**src/shared/dlw_consts.svh**
```systemverilog
// Register offsets, field positions, reset values and limits of the drive limit monitor
`ifndef DLW_CONSTS_SVH
`define DLW_CONSTS_SVH

// Register byte offsets
`define DLW_OFF_CTRL      12'h000
`define DLW_OFF_BW        12'h004
`define DLW_OFF_SKIP0     12'h008
`define DLW_OFF_ILOW      12'h018
`define DLW_OFF_IHIGH     12'h01c
`define DLW_OFF_FLOW      12'h020
`define DLW_OFF_FHIGH     12'h024
`define DLW_OFF_RLOW      12'h028
`define DLW_OFF_RHIGH     12'h02c
`define DLW_OFF_PVLOW     12'h030
`define DLW_OFF_PVHIGH    12'h034
`define DLW_OFF_ROUTE     12'h038
`define DLW_OFF_STATUS    12'h03c
`define DLW_OFF_FREQ_OUT  12'h040
`define DLW_SKIP_STRIDE   12'h004

// Control register fields
`define DLW_CTRL_NOLOAD   0
`define DLW_CTRL_RANGE    1
`define DLW_CTRL_LOOP     2
`define DLW_CTRL_W        3
`define DLW_CTRL_RST      3'h1

// Frequency in 0.1 Hz steps, 16 bits
`define DLW_FW            16
`define DLW_F_120         16'h04b0
`define DLW_F_1000        16'h2710
`define DLW_BW_MAX        16'h03e8
`define DLW_F_ZERO        16'h0000
// Current in 0.1 A steps, 16 bits
`define DLW_I_ZERO        16'h0000
`define DLW_I_MAX_DEF     16'hffff
// Reference and feedback in 0.001 units, signed 32 bits
`define DLW_R_MIN         32'hc4653601
`define DLW_R_MAX         32'h3b9ac9ff

`define DLW_NSKIP         4
`define DLW_NALERT        8
`define DLW_ALERT_W       8

`endif

```
**src/shared/dlw_pkg.sv**
```systemverilog
// Types of the drive limit monitor
package dlw_pkg;
  typedef enum logic [2:0] {
    DLW_IDLE    = 3'b001,
    DLW_RAMP    = 3'b010,
    DLW_STEADY  = 3'b100
  } dlw_run_t;

  typedef enum logic [2:0] {
    DLW_A_ILOW  = 3'h0,
    DLW_A_IHIGH = 3'h1,
    DLW_A_FLOW  = 3'h2,
    DLW_A_FHIGH = 3'h3,
    DLW_A_RLOW  = 3'h4,
    DLW_A_RHIGH = 3'h5,
    DLW_A_PVLOW = 3'h6,
    DLW_A_PVHI  = 3'h7
  } dlw_alert_t;
endpackage : dlw_pkg

```
**src/core/dlw_monitor.sv**
```systemverilog
// Drive limit warning monitor with resonance skip bands and an APB register file
`include "dlw_consts.svh"

module dlw_monitor
  import dlw_pkg::*;
#(
  parameter logic [15:0] MAX_DRIVE_CURRENT = `DLW_I_MAX_DEF
) (
  // APB slave
  input  wire  logic        pclk,
  input  wire  logic        presetn,
  input  wire  logic        psel,
  input  wire  logic        penable,
  input  wire  logic        pwrite,
  input  wire  logic [11:0] paddr,
  input  wire  logic [31:0] pwdata,
  output logic       [31:0] prdata,
  output logic              pready,
  output logic              pslverr,
  // Drive measurements and run state, same clock
  input  wire  logic [15:0] motor_current,
  input  wire  logic [15:0] freq_demand,
  input  wire  logic [15:0] freq_actual,
  input  wire  logic [31:0] result_reference,
  input  wire  logic [31:0] process_value,
  input  wire  logic        run_cmd,
  input  wire  logic        remote_ref_sel,
  // Display, signal outputs, relays
  output logic       [15:0] freq_out,
  output logic              undercurrent_alert,
  output logic              overcurrent_alert,
  output logic              underspeed_alert,
  output logic              overspeed_alert,
  output logic              reference_under_alert,
  output logic              reference_over_alert,
  output logic              process_value_under_alert,
  output logic              process_value_over_alert,
  output logic              noload_trip,
  output logic              signal_out_a,
  output logic              signal_out_b,
  output logic              relay_out
);

  // Configuration registers
  logic [`DLW_CTRL_W-1:0] ctrl_r;
  logic [15:0]            skip_bw_r;
  logic [15:0]            skip_center_r [`DLW_NSKIP];
  logic [15:0]            cur_low_r;
  logic [15:0]            cur_high_r;
  logic [15:0]            freq_low_r;
  logic [15:0]            freq_high_r;
  logic signed [31:0]     ref_low_r;
  logic signed [31:0]     ref_high_r;
  logic signed [31:0]     process_value_floor_limit_r;
  logic signed [31:0]     process_value_ceiling_limit_r;
  logic [31:0]            route_r;
  logic [`DLW_NALERT-1:0] alert_r;
  logic                   trip_r;
  logic [15:0]            freq_out_r;
  logic [15:0]            freq_out_nxt;
  logic [2:0]             out_r;
  logic [31:0]            prdata_r;
  dlw_run_t               run_r;
  dlw_run_t               run_nxt;

  // Bus decode
  wire        acc      = psel & penable;
  wire        wr       = acc & pwrite;
  wire [15:0] wr16     = pwdata[15:0];
  wire        range_hi = ctrl_r[`DLW_CTRL_RANGE];
  wire [15:0] f_top    = range_hi ? `DLW_F_1000 : `DLW_F_120;
  wire        hit_ctrl = paddr == `DLW_OFF_CTRL;
  wire        hit_bw   = paddr == `DLW_OFF_BW;
  wire        hit_ilo  = paddr == `DLW_OFF_ILOW;
  wire        hit_ihi  = paddr == `DLW_OFF_IHIGH;
  wire        hit_flo  = paddr == `DLW_OFF_FLOW;
  wire        hit_fhi  = paddr == `DLW_OFF_FHIGH;
  wire        hit_rlo  = paddr == `DLW_OFF_RLOW;
  wire        hit_rhi  = paddr == `DLW_OFF_RHIGH;
  wire        hit_plo  = paddr == `DLW_OFF_PVLOW;
  wire        hit_phi  = paddr == `DLW_OFF_PVHIGH;
  wire        hit_rt   = paddr == `DLW_OFF_ROUTE;
  wire        hit_st   = paddr == `DLW_OFF_STATUS;
  wire        hit_fo   = paddr == `DLW_OFF_FREQ_OUT;
  wire [3:0]  hit_skip;
  wire        any_skip = |hit_skip;
  wire        mapped   = hit_ctrl | hit_bw | hit_ilo | hit_ihi | hit_flo | hit_fhi | hit_rlo
                       | hit_rhi | hit_plo | hit_phi | hit_rt | hit_st | hit_fo | any_skip;

  // Written limits are clamped against their partners so low never exceeds high
  wire [15:0] bw_clamp   = (wr16 > `DLW_BW_MAX) ? `DLW_BW_MAX : wr16;
  wire [15:0] skip_clamp = (wr16 > f_top) ? f_top : wr16;
  wire [15:0] ilo_clamp  = (wr16 > cur_high_r) ? cur_high_r : wr16;
  wire [15:0] ihi_lim    = (wr16 > MAX_DRIVE_CURRENT) ? MAX_DRIVE_CURRENT : wr16;
  wire [15:0] ihi_clamp  = (ihi_lim < cur_low_r) ? cur_low_r : ihi_lim;
  wire [15:0] flo_clamp  = (wr16 > freq_high_r) ? freq_high_r : wr16;
  wire [15:0] fhi_lim    = (wr16 > f_top) ? f_top : wr16;
  wire [15:0] fhi_clamp  = (fhi_lim < freq_low_r) ? freq_low_r : fhi_lim;
  wire signed [31:0] wsd = signed'(pwdata);
  wire signed [31:0] rlo_clamp = (wsd > ref_high_r) ? ref_high_r :
                                 (wsd < signed'(`DLW_R_MIN)) ? signed'(`DLW_R_MIN) : wsd;
  wire signed [31:0] rhi_clamp = (wsd < ref_low_r) ? ref_low_r :
                                 (wsd > signed'(`DLW_R_MAX)) ? signed'(`DLW_R_MAX) : wsd;
  wire signed [31:0] plo_clamp = (wsd > process_value_ceiling_limit_r) ?
                                 process_value_ceiling_limit_r :
                                 (wsd < signed'(`DLW_R_MIN)) ? signed'(`DLW_R_MIN) : wsd;
  wire signed [31:0] phi_clamp = (wsd < process_value_floor_limit_r) ?
                                 process_value_floor_limit_r :
                                 (wsd > signed'(`DLW_R_MAX)) ? signed'(`DLW_R_MAX) : wsd;

  // Skip bands: half width either side of each centre
  wire [15:0] half_bw = {1'b0, skip_bw_r[15:1]};
  wire [3:0]  in_band;
  wire [3:0]  above_mid;
  wire [15:0] band_lo [`DLW_NSKIP];
  wire [15:0] band_hi [`DLW_NSKIP];

  genvar g;
  generate
    for (g = 0; g < `DLW_NSKIP; g++) begin : g_skip
      wire [16:0] lo_w = {1'b0, skip_center_r[g]} - {1'b0, half_bw};
      wire [16:0] hi_w = {1'b0, skip_center_r[g]} + {1'b0, half_bw};
      assign hit_skip[g]  = paddr == (`DLW_OFF_SKIP0 + 12'(g) * `DLW_SKIP_STRIDE);
      assign band_lo[g]   = lo_w[16] ? `DLW_F_ZERO : lo_w[15:0];
      assign band_hi[g]   = hi_w[16] ? 16'hffff : hi_w[15:0];
      // A zero width disables the band
      assign in_band[g]   = (skip_bw_r != `DLW_F_ZERO) && (freq_demand > band_lo[g])
                          && (freq_demand < band_hi[g]);
      assign above_mid[g] = freq_demand >= skip_center_r[g];
    end
  endgenerate

  // Demand inside a band snaps to the nearer edge; bands are applied in order so
  // overlapping bands may still leave a residue, software should keep them apart
  always_comb begin
    freq_out_nxt = freq_demand;
    for (int i = 0; i < `DLW_NSKIP; i++) begin
      if (in_band[i]) begin
        freq_out_nxt = above_mid[i] ? band_hi[i] : band_lo[i];
      end
    end
  end

  // Run state: alerts only in steady running at reference
  wire at_ref = freq_actual == freq_out_r;
  always_comb begin
    run_nxt = run_r;
    unique case (run_r)
      DLW_IDLE: begin
        if (run_cmd) begin
          run_nxt = DLW_RAMP;
        end
      end
      DLW_RAMP: begin
        if (!run_cmd && freq_actual == `DLW_F_ZERO) begin
          run_nxt = DLW_IDLE;
        end else if (run_cmd && at_ref) begin
          run_nxt = DLW_STEADY;
        end
      end
      DLW_STEADY: begin
        if (!run_cmd || !at_ref) begin
          run_nxt = DLW_RAMP;
        end
      end
    endcase
  end

  wire steady = run_r == DLW_STEADY;
  wire ref_on = steady & remote_ref_sel;
  // Reference limits use the same scaled number in Hz or process units
  wire signed [31:0] ref_s = signed'(result_reference);
  wire signed [31:0] pv_s  = signed'(process_value);
  wire [`DLW_NALERT-1:0] alert_nxt;
  assign alert_nxt[DLW_A_ILOW]  = steady && motor_current < cur_low_r;
  assign alert_nxt[DLW_A_IHIGH] = steady && motor_current > cur_high_r;
  assign alert_nxt[DLW_A_FLOW]  = steady && freq_actual < freq_low_r;
  assign alert_nxt[DLW_A_FHIGH] = steady && freq_actual > freq_high_r;
  assign alert_nxt[DLW_A_RLOW]  = ref_on && ref_s < ref_low_r;
  assign alert_nxt[DLW_A_RHIGH] = ref_on && ref_s > ref_high_r;
  assign alert_nxt[DLW_A_PVLOW] = steady && pv_s < process_value_floor_limit_r;
  assign alert_nxt[DLW_A_PVHI]  = steady && pv_s > process_value_ceiling_limit_r;

  // Low-current event: warn code shows alert, trip code latches a trip
  wire noload_warn = ctrl_r[`DLW_CTRL_NOLOAD];
  wire [`DLW_NALERT-1:0] shown = alert_nxt & {{(`DLW_NALERT-1){1'b1}}, noload_warn};
  wire trip_set = alert_nxt[DLW_A_ILOW] & ~noload_warn;
  wire trip_clr = wr & hit_st & pwdata[`DLW_NALERT];
  wire [2:0] route_hit;
  assign route_hit[0] = |(alert_nxt & route_r[7:0]);
  assign route_hit[1] = |(alert_nxt & route_r[15:8]);
  assign route_hit[2] = |(alert_nxt & route_r[23:16]);

  // Read mux
  wire [31:0] skip_rd = hit_skip[0] ? {16'h0000, skip_center_r[0]} :
                        hit_skip[1] ? {16'h0000, skip_center_r[1]} :
                        hit_skip[2] ? {16'h0000, skip_center_r[2]} :
                                      {16'h0000, skip_center_r[3]};
  wire [31:0] rd_mux =
      hit_ctrl ? {29'h0, ctrl_r} :
      hit_bw   ? {16'h0000, skip_bw_r} :
      any_skip ? skip_rd :
      hit_ilo  ? {16'h0000, cur_low_r} :
      hit_ihi  ? {16'h0000, cur_high_r} :
      hit_flo  ? {16'h0000, freq_low_r} :
      hit_fhi  ? {16'h0000, freq_high_r} :
      hit_rlo  ? ref_low_r :
      hit_rhi  ? ref_high_r :
      hit_plo  ? process_value_floor_limit_r :
      hit_phi  ? process_value_ceiling_limit_r :
      hit_rt   ? route_r :
      hit_st   ? {20'h0, run_r, trip_r, alert_r} :
      hit_fo   ? {16'h0000, freq_out_r} : 32'h0000_0000;

  // Configuration writes; zero-wait APB, errors on unmapped addresses
  always_ff @(posedge pclk or negedge presetn) begin
    if (!presetn) begin
      ctrl_r                        <= `DLW_CTRL_RST;
      skip_bw_r                     <= `DLW_F_ZERO;
      cur_low_r                     <= `DLW_I_ZERO;
      cur_high_r                    <= MAX_DRIVE_CURRENT;
      freq_low_r                    <= `DLW_F_ZERO;
      freq_high_r                   <= `DLW_F_120;
      ref_low_r                     <= signed'(`DLW_R_MIN);
      ref_high_r                    <= signed'(`DLW_R_MIN);
      process_value_floor_limit_r   <= signed'(`DLW_R_MIN);
      process_value_ceiling_limit_r <= signed'(`DLW_R_MAX);
      route_r                       <= 32'h0000_0000;
    end else if (wr) begin
      if (hit_ctrl) ctrl_r <= pwdata[`DLW_CTRL_W-1:0];
      if (hit_bw)   skip_bw_r <= bw_clamp;
      if (hit_ilo)  cur_low_r <= ilo_clamp;
      if (hit_ihi)  cur_high_r <= ihi_clamp;
      if (hit_flo)  freq_low_r <= flo_clamp;
      if (hit_fhi)  freq_high_r <= fhi_clamp;
      if (hit_rlo)  ref_low_r <= rlo_clamp;
      if (hit_rhi)  ref_high_r <= rhi_clamp;
      if (hit_plo)  process_value_floor_limit_r <= plo_clamp;
      if (hit_phi)  process_value_ceiling_limit_r <= phi_clamp;
      if (hit_rt)   route_r <= {8'h00, pwdata[23:0]};
    end
  end

  generate
    for (g = 0; g < `DLW_NSKIP; g++) begin : g_skip_reg
      always_ff @(posedge pclk or negedge presetn) begin
        if (!presetn) begin
          skip_center_r[g] <= `DLW_F_120;
        end else if (wr && hit_skip[g]) begin
          skip_center_r[g] <= skip_clamp;
        end
      end
    end
  endgenerate

  // Live state; alerts are not sticky so they drop as soon as the cause goes
  always_ff @(posedge pclk or negedge presetn) begin
    if (!presetn) begin
      run_r      <= DLW_IDLE;
      alert_r    <= 8'h00;
      trip_r     <= 1'b0;
      freq_out_r <= `DLW_F_ZERO;
      out_r      <= 3'h0;
      prdata_r   <= 32'h0000_0000;
    end else begin
      run_r      <= run_nxt;
      alert_r    <= shown;
      trip_r     <= trip_set | (trip_r & ~trip_clr);
      freq_out_r <= freq_out_nxt;
      out_r      <= route_hit;
      prdata_r   <= (psel & ~penable & ~pwrite) ? rd_mux : prdata_r;
    end
  end

  // Unmapped access answers with an error; ready is always high
  logic pslverr_r;
  always_ff @(posedge pclk or negedge presetn) begin
    if (!presetn) begin
      pslverr_r <= 1'b0;
    end else begin
      pslverr_r <= psel & ~penable & ~mapped;
    end
  end

  assign prdata                    = prdata_r;
  assign pready                    = 1'b1;
  assign pslverr                   = pslverr_r;
  assign freq_out                  = freq_out_r;
  assign undercurrent_alert        = alert_r[DLW_A_ILOW];
  assign overcurrent_alert         = alert_r[DLW_A_IHIGH];
  assign underspeed_alert          = alert_r[DLW_A_FLOW];
  assign overspeed_alert           = alert_r[DLW_A_FHIGH];
  assign reference_under_alert     = alert_r[DLW_A_RLOW];
  assign reference_over_alert      = alert_r[DLW_A_RHIGH];
  assign process_value_under_alert = alert_r[DLW_A_PVLOW];
  assign process_value_over_alert  = alert_r[DLW_A_PVHI];
  assign noload_trip               = trip_r;
  assign signal_out_a              = out_r[0];
  assign signal_out_b              = out_r[1];
  assign relay_out                 = out_r[2];

endmodule // dlw_monitor

```
**config.mk**
```make
export PLATFORM = sky130hd
export DESIGN_NAME = dlw_monitor
export DESIGN_NICKNAME = d
export VERILOG_FILES = /design/src/shared/dlw_pkg.sv /design/src/core/dlw_monitor.sv
export VERILOG_INCLUDE_DIRS = /design/src /design/src/shared
export SDC_FILE = /design/constraint.sdc
export NUM_CORES = 2
export LEC_CHECK = 0
export ABC_AREA = 1
export BUFFER_PORTS_ARGS = -buffer_cell sky130_fd_sc_hd__buf_4
export CAP_MARGIN = 20
export CORE_UTILIZATION = 44
export CTS_BUF_LIST = sky130_fd_sc_hd__clkbuf_4
export CTS_CLUSTER_SIZE = 12
export DETAILED_ROUTE_END_ITERATION = 8
export HOLD_SLACK_MARGIN = 0.08
export PLACE_DENSITY = 0.61
export SLEW_MARGIN = 20
export SYNTH_ARGS = -nofsm -noshare
export SYNTH_HDL_FRONTEND = slang
export SYNTH_SLANG_ARGS = --single-unit
```
**constraint.sdc**
```tcl
create_clock -name pclk -period 6.4 [get_ports pclk]
set_input_delay 0.64 -clock pclk [delete_from_list [all_inputs] [get_ports pclk]]
set_output_delay 0.64 -clock pclk [all_outputs]
set_load 0.01 [all_outputs]
```
==> metrics.md <==
| Metric | Value |
|---|---|
| Reg2Reg Setup Slack | 0.57 ns |
| Setup bufs post-CTS | 0 |
| Worst R2R Path Depth | 21 |
| FF-to-FF End | freq_out[0]$_DFF_PN0_ |
| Max-slew headroom | 0.260 |
| Initial DRC Count | 5544 |
| Final hold vios | 0 |
| Fin util | 0.493 |
| Fraction of layout instances using a drive strength above 1 | 0.116 |
| DRC viols | 0 |
| Min cycle time layout | 5.83 ns |
| Clk buf depth | 3 |
| Sequential Power Share | 0.390 |
| Yosys cell types | 80 |
| Internal power | 4.02 mW |
| Die H | 306 µm |
| CTS Buf Count | 111 |
| Die width | 306 µm |
| Fmax | 172 MHz |
| Tot Pwr | 6.19 mW |
| First-pass GRT wire length | ~270000 µm |
| Total of max-cap violations | 0 |
| Nets | 6993 |
| Fin crit share | 0.911 |
| Pleak | 22.7 nW |
| Hold buffers post-CTS | 33 |
| CTS root buf | clkbuf_4 |
| Register bit total from synthesis | between 300 and 400 |
| Ys Warns | 0 |
| Mapped Cells | 5913 |
| RSZ-0062 raised after global routing | false |
| GRT Total Usage | 0.393 |
| Sw Pwr | 2.17 mW |
| Mapped Area | 40700 µm² |
| WL final | 189000 µm |
| Area Growth Syn to Fin | 10.9% |
| Worst Max-Slew Pin Slew | 1.10 ns |
| Number of synthesized flops with an enable pin | 0 |
| Clock skew | 0.121 ns |
| Final Max Tran Viols | 0 |
| Initial antenna violation count | 6 |
| Setup crit end kind | flip-flop |
| Final setup viols | 0 |
| Clock latency at the later pin of the worst-skew pair | 1.03 ns |
| Pwr/cell area | 137 nW/µm² |
| Vias per Instance | roughly 6 |
| Final non-filler cell total | 7416 |
| Post-synth ARST share | 1.00 |
| Die area | 93800 µm² |
| End of the critical path | freq_out[0]$_DFF_PN0_ |
| Clk pin slew, worst setup/hold paths | 0.08 ns |
| RR Startpoint | skip_bw_r[2]$_DFFE_PN0P_ |
| Hpwl dp | 144000 µm |
| Placed Cells | 7172 |
| Clock Power Share | 0.412 |
| Initial Util | 0.444 |
| Gp weighted congestion | about 1.0 |
| CTS resizes | 0 |
| Gate power share | 0.198 |
| Type of the most critical hold path | in -> async |
| Seq/Total Area, Yosys | 0.226 |
| Element type at the critical path start | flip-flop |
| Via count | 44700 |
| Status | finished, final reports clean |
| Syn avg cell area | 6.89 µm² |
| Switching Share | 0.351 |
| First-pass iteration count of the detailed router | 7 |
| CP Launch Point | skip_bw_r[2]$_DFFE_PN0P_ |
| H-tree levels | 3 |
| TNS Setup | 0 ns |
| Synth Flop Type | dfrtp_1 |
| Crit path DAT | approximately 6.7 ns |
| Antenna Violating Nets Remaining | 0 |
| Largest net degree at the start of global routing | 138 |
| Grt ovf | 0 |
| VDD IR max | roughly 0.15 mV |
| Clock sinks | ~360 |
| Core ar. | 91700 µm² |
| Worst-path fanout max | 17 |
| Vias in the first global route | 41200 |
| Wirelength per Cell | 25.5 µm |
| Top Ports | 225 |
| Worst EP required | 7.25 ns |
| CTS tree | built |
| FP Rows | 111 |
| Critical path class | reg -> reg |
| Port bufs | 223 |
[power groups by stage]
stage / Sequential (mW) / Clock (mW) / Combinational [mW]
global route: 2.41 / 2.69 / 1.33
floorplan: 2.39 / 0 / 0.622
finish: 2.41 / 2.55 / 1.22
global placement: 2.44 / 0 / 1.16
CTS: 2.40 / 2.58 / 1.19
detailed placement: 2.44 / 0 / 1.17
[routing by layer]
layer | up-vias | global-route usage | share of wire
met5 | - | 0 | 0.000090
met4 | 2 | 0.230 | 0.067
met3 | 555 | 0.0749 | 0.11
met2 | 2631 | 0.589 | 0.42
met1 | 20900 | 0.525 | 0.41
li1 | 20600 | - | -
[worst min path at each step]
stage / depth (start not counted) / from / endpoint
2_1_floorplan: 0 / presetn / alert_r[0]$_DFF_PN0_
3_3_place_gp: 2 / process_value_ceiling_limit_r[23]$_DFFE_PN1P_ / process_value_ceiling_limit_r[23]$_DFFE_PN1P_
3_5_place_dp: 2 / ref_high_r[10]$_DFFE_PN1P_ / ref_high_r[10]$_DFFE_PN1P_
4_1_cts: 2 / presetn / ref_low_r[23]$_DFFE_PN0P_
5_1_grt: 3 / pwdata[19] / route_r[19]$_DFFE_PN0P_
6_report: 2 / presetn / ref_low_r[23]$_DFFE_PN0P_
[cells in the mapped netlist, types with 30 or more instances]
cell / n / area share
o22ai_1: 85 / 0.013
nor4_1: 30 / 0.0046
o21ai_1: 45 / 0.0055
o31ai_1: 59 / 0.011
ha_1: 690 / 0.21
inv_1: 690 / 0.064
xor2_1: 45 / 0.0097
a21oi_1: 436 / 0.054
nor2_1: 363 / 0.033
o21ai_0: 380 / 0.047
nand2_2: 34 / 0.0052
nand4_1: 90 / 0.014
nand3_1: 331 / 0.041
dfstp_2: 95 / 0.061
buf_2: 66 / 0.0081
dfrtp_1: 268 / 0.16
nor3_1: 92 / 0.011
clkbuf_1: 96 / 0.0088
nand2_1: 1529 / 0.14
o211ai_1: 99 / 0.018
inv_2: 51 / 0.0047
[state kept, by name (all words and copies together), names as in the netlist, 8 cells and up]
name / flops
freq_low_r: 16
freq_high_r: 16
cur_high_r: 16
alert_r: 8
skip_bw_r: 16
cur_low_r: 16
ref_low_r: 32
ref_high_r: 32
skip_center_r: 64
process_value_ceiling_limit_r: 32
prdata: 32
process_value_floor_limit_r: 32
route_r: 24
freq_out: 16
[per-stage QoR]
stage / setup slack, ns / cell area [µm²] / hold slack, ns
floorplan: 2.39 / 40700 / 0.344
global placement: 0.943 / 43300 / 0.465
global route: 0.315 / 45200 / 0.145
detailed placement: 0.807 / 43300 / 0.465
finish: 0.572 / 45200 / 0.166
CTS: 0.767 / 45100 / 0.0855
[logic make-up (layout without fill, tap and decap cells)]
kind of cell,Yosys count,after routing,share of synthesized area
simple gates,2554,2554,0.266
compound gates,1298,1298,0.186
buf+inv,949,1262,0.0949
fa+ha+maj,698,698,0.216
flops,363,363,0.226
xor+xnor,47,47,0.0101
other cells,2,6,0.000184
mux,2,2,0.000491
[placed cells by master, fill, tap and decap left out, types with 9 or more instances in the layout]
master and instances:
nand2_1 1525, ha_1 690, inv_1 689, a21oi_1 436, o21ai_0 380, nor2_1 362
nand3_1 329, buf_4 270, dfrtp_1 268, clkbuf_4 171, o211ai_1 99, dfstp_2 95
nor3_1 91, nand4_1 90, o22ai_1 85, o31ai_1 58, inv_2 51, xor2_1 45
o21ai_1 45, nand2_2 38, clkinv_1 35, dlygate4sd3_1 33, nor4_1 30, a211oi_1 28
a31oi_1 28, o21bai_1 21, o2111ai_1 20, or2_2 17, nand3_2 16, nor2_2 16
a21o_1 15, o221ai_1 14, o21a_1 12, a221oi_1 11, a21oi_2 9
[layout make-up]
| class | instances | area, µm² |
|---|---|---|
| Inverter | 748 | 2820 |
| Clock inverter | 37 | 233 |
| Timing Repair Buffer | 306 | 2410 |
| Tap cell | 1186 | 1480 |
| Antenna cell | 3 | 7.51 |
| Sequential cell | 363 | 9200 |
| Fill cell | 9616 | 46500 |
| Clock buffer | 171 | 1280 |
| Multi-Input combinational cell | 4602 | 27700 |
[critical path, cell delays in order (launching register included)]
cell       delay (ns)
dfrtp_1          0.77
inv_1            0.66
fa_1             0.63
nor2_2           0.14
a21oi_2          0.12
o21ai_2          0.23
nand2_1          0.09
a31oi_1          0.26
a21boi_0         0.20
o21bai_1         0.19
xor2_1           0.17
nand2_1          0.09
inv_1            0.06
ha_1             0.23
nand4_1          0.10
a31oi_1          0.06
a21oi_1          0.13
o2111ai_1        0.16
nor2_2           0.72
nand2_2          0.39
nand2_1          0.19
nand2_1          0.07
Power figures use the tool's default switching activity.
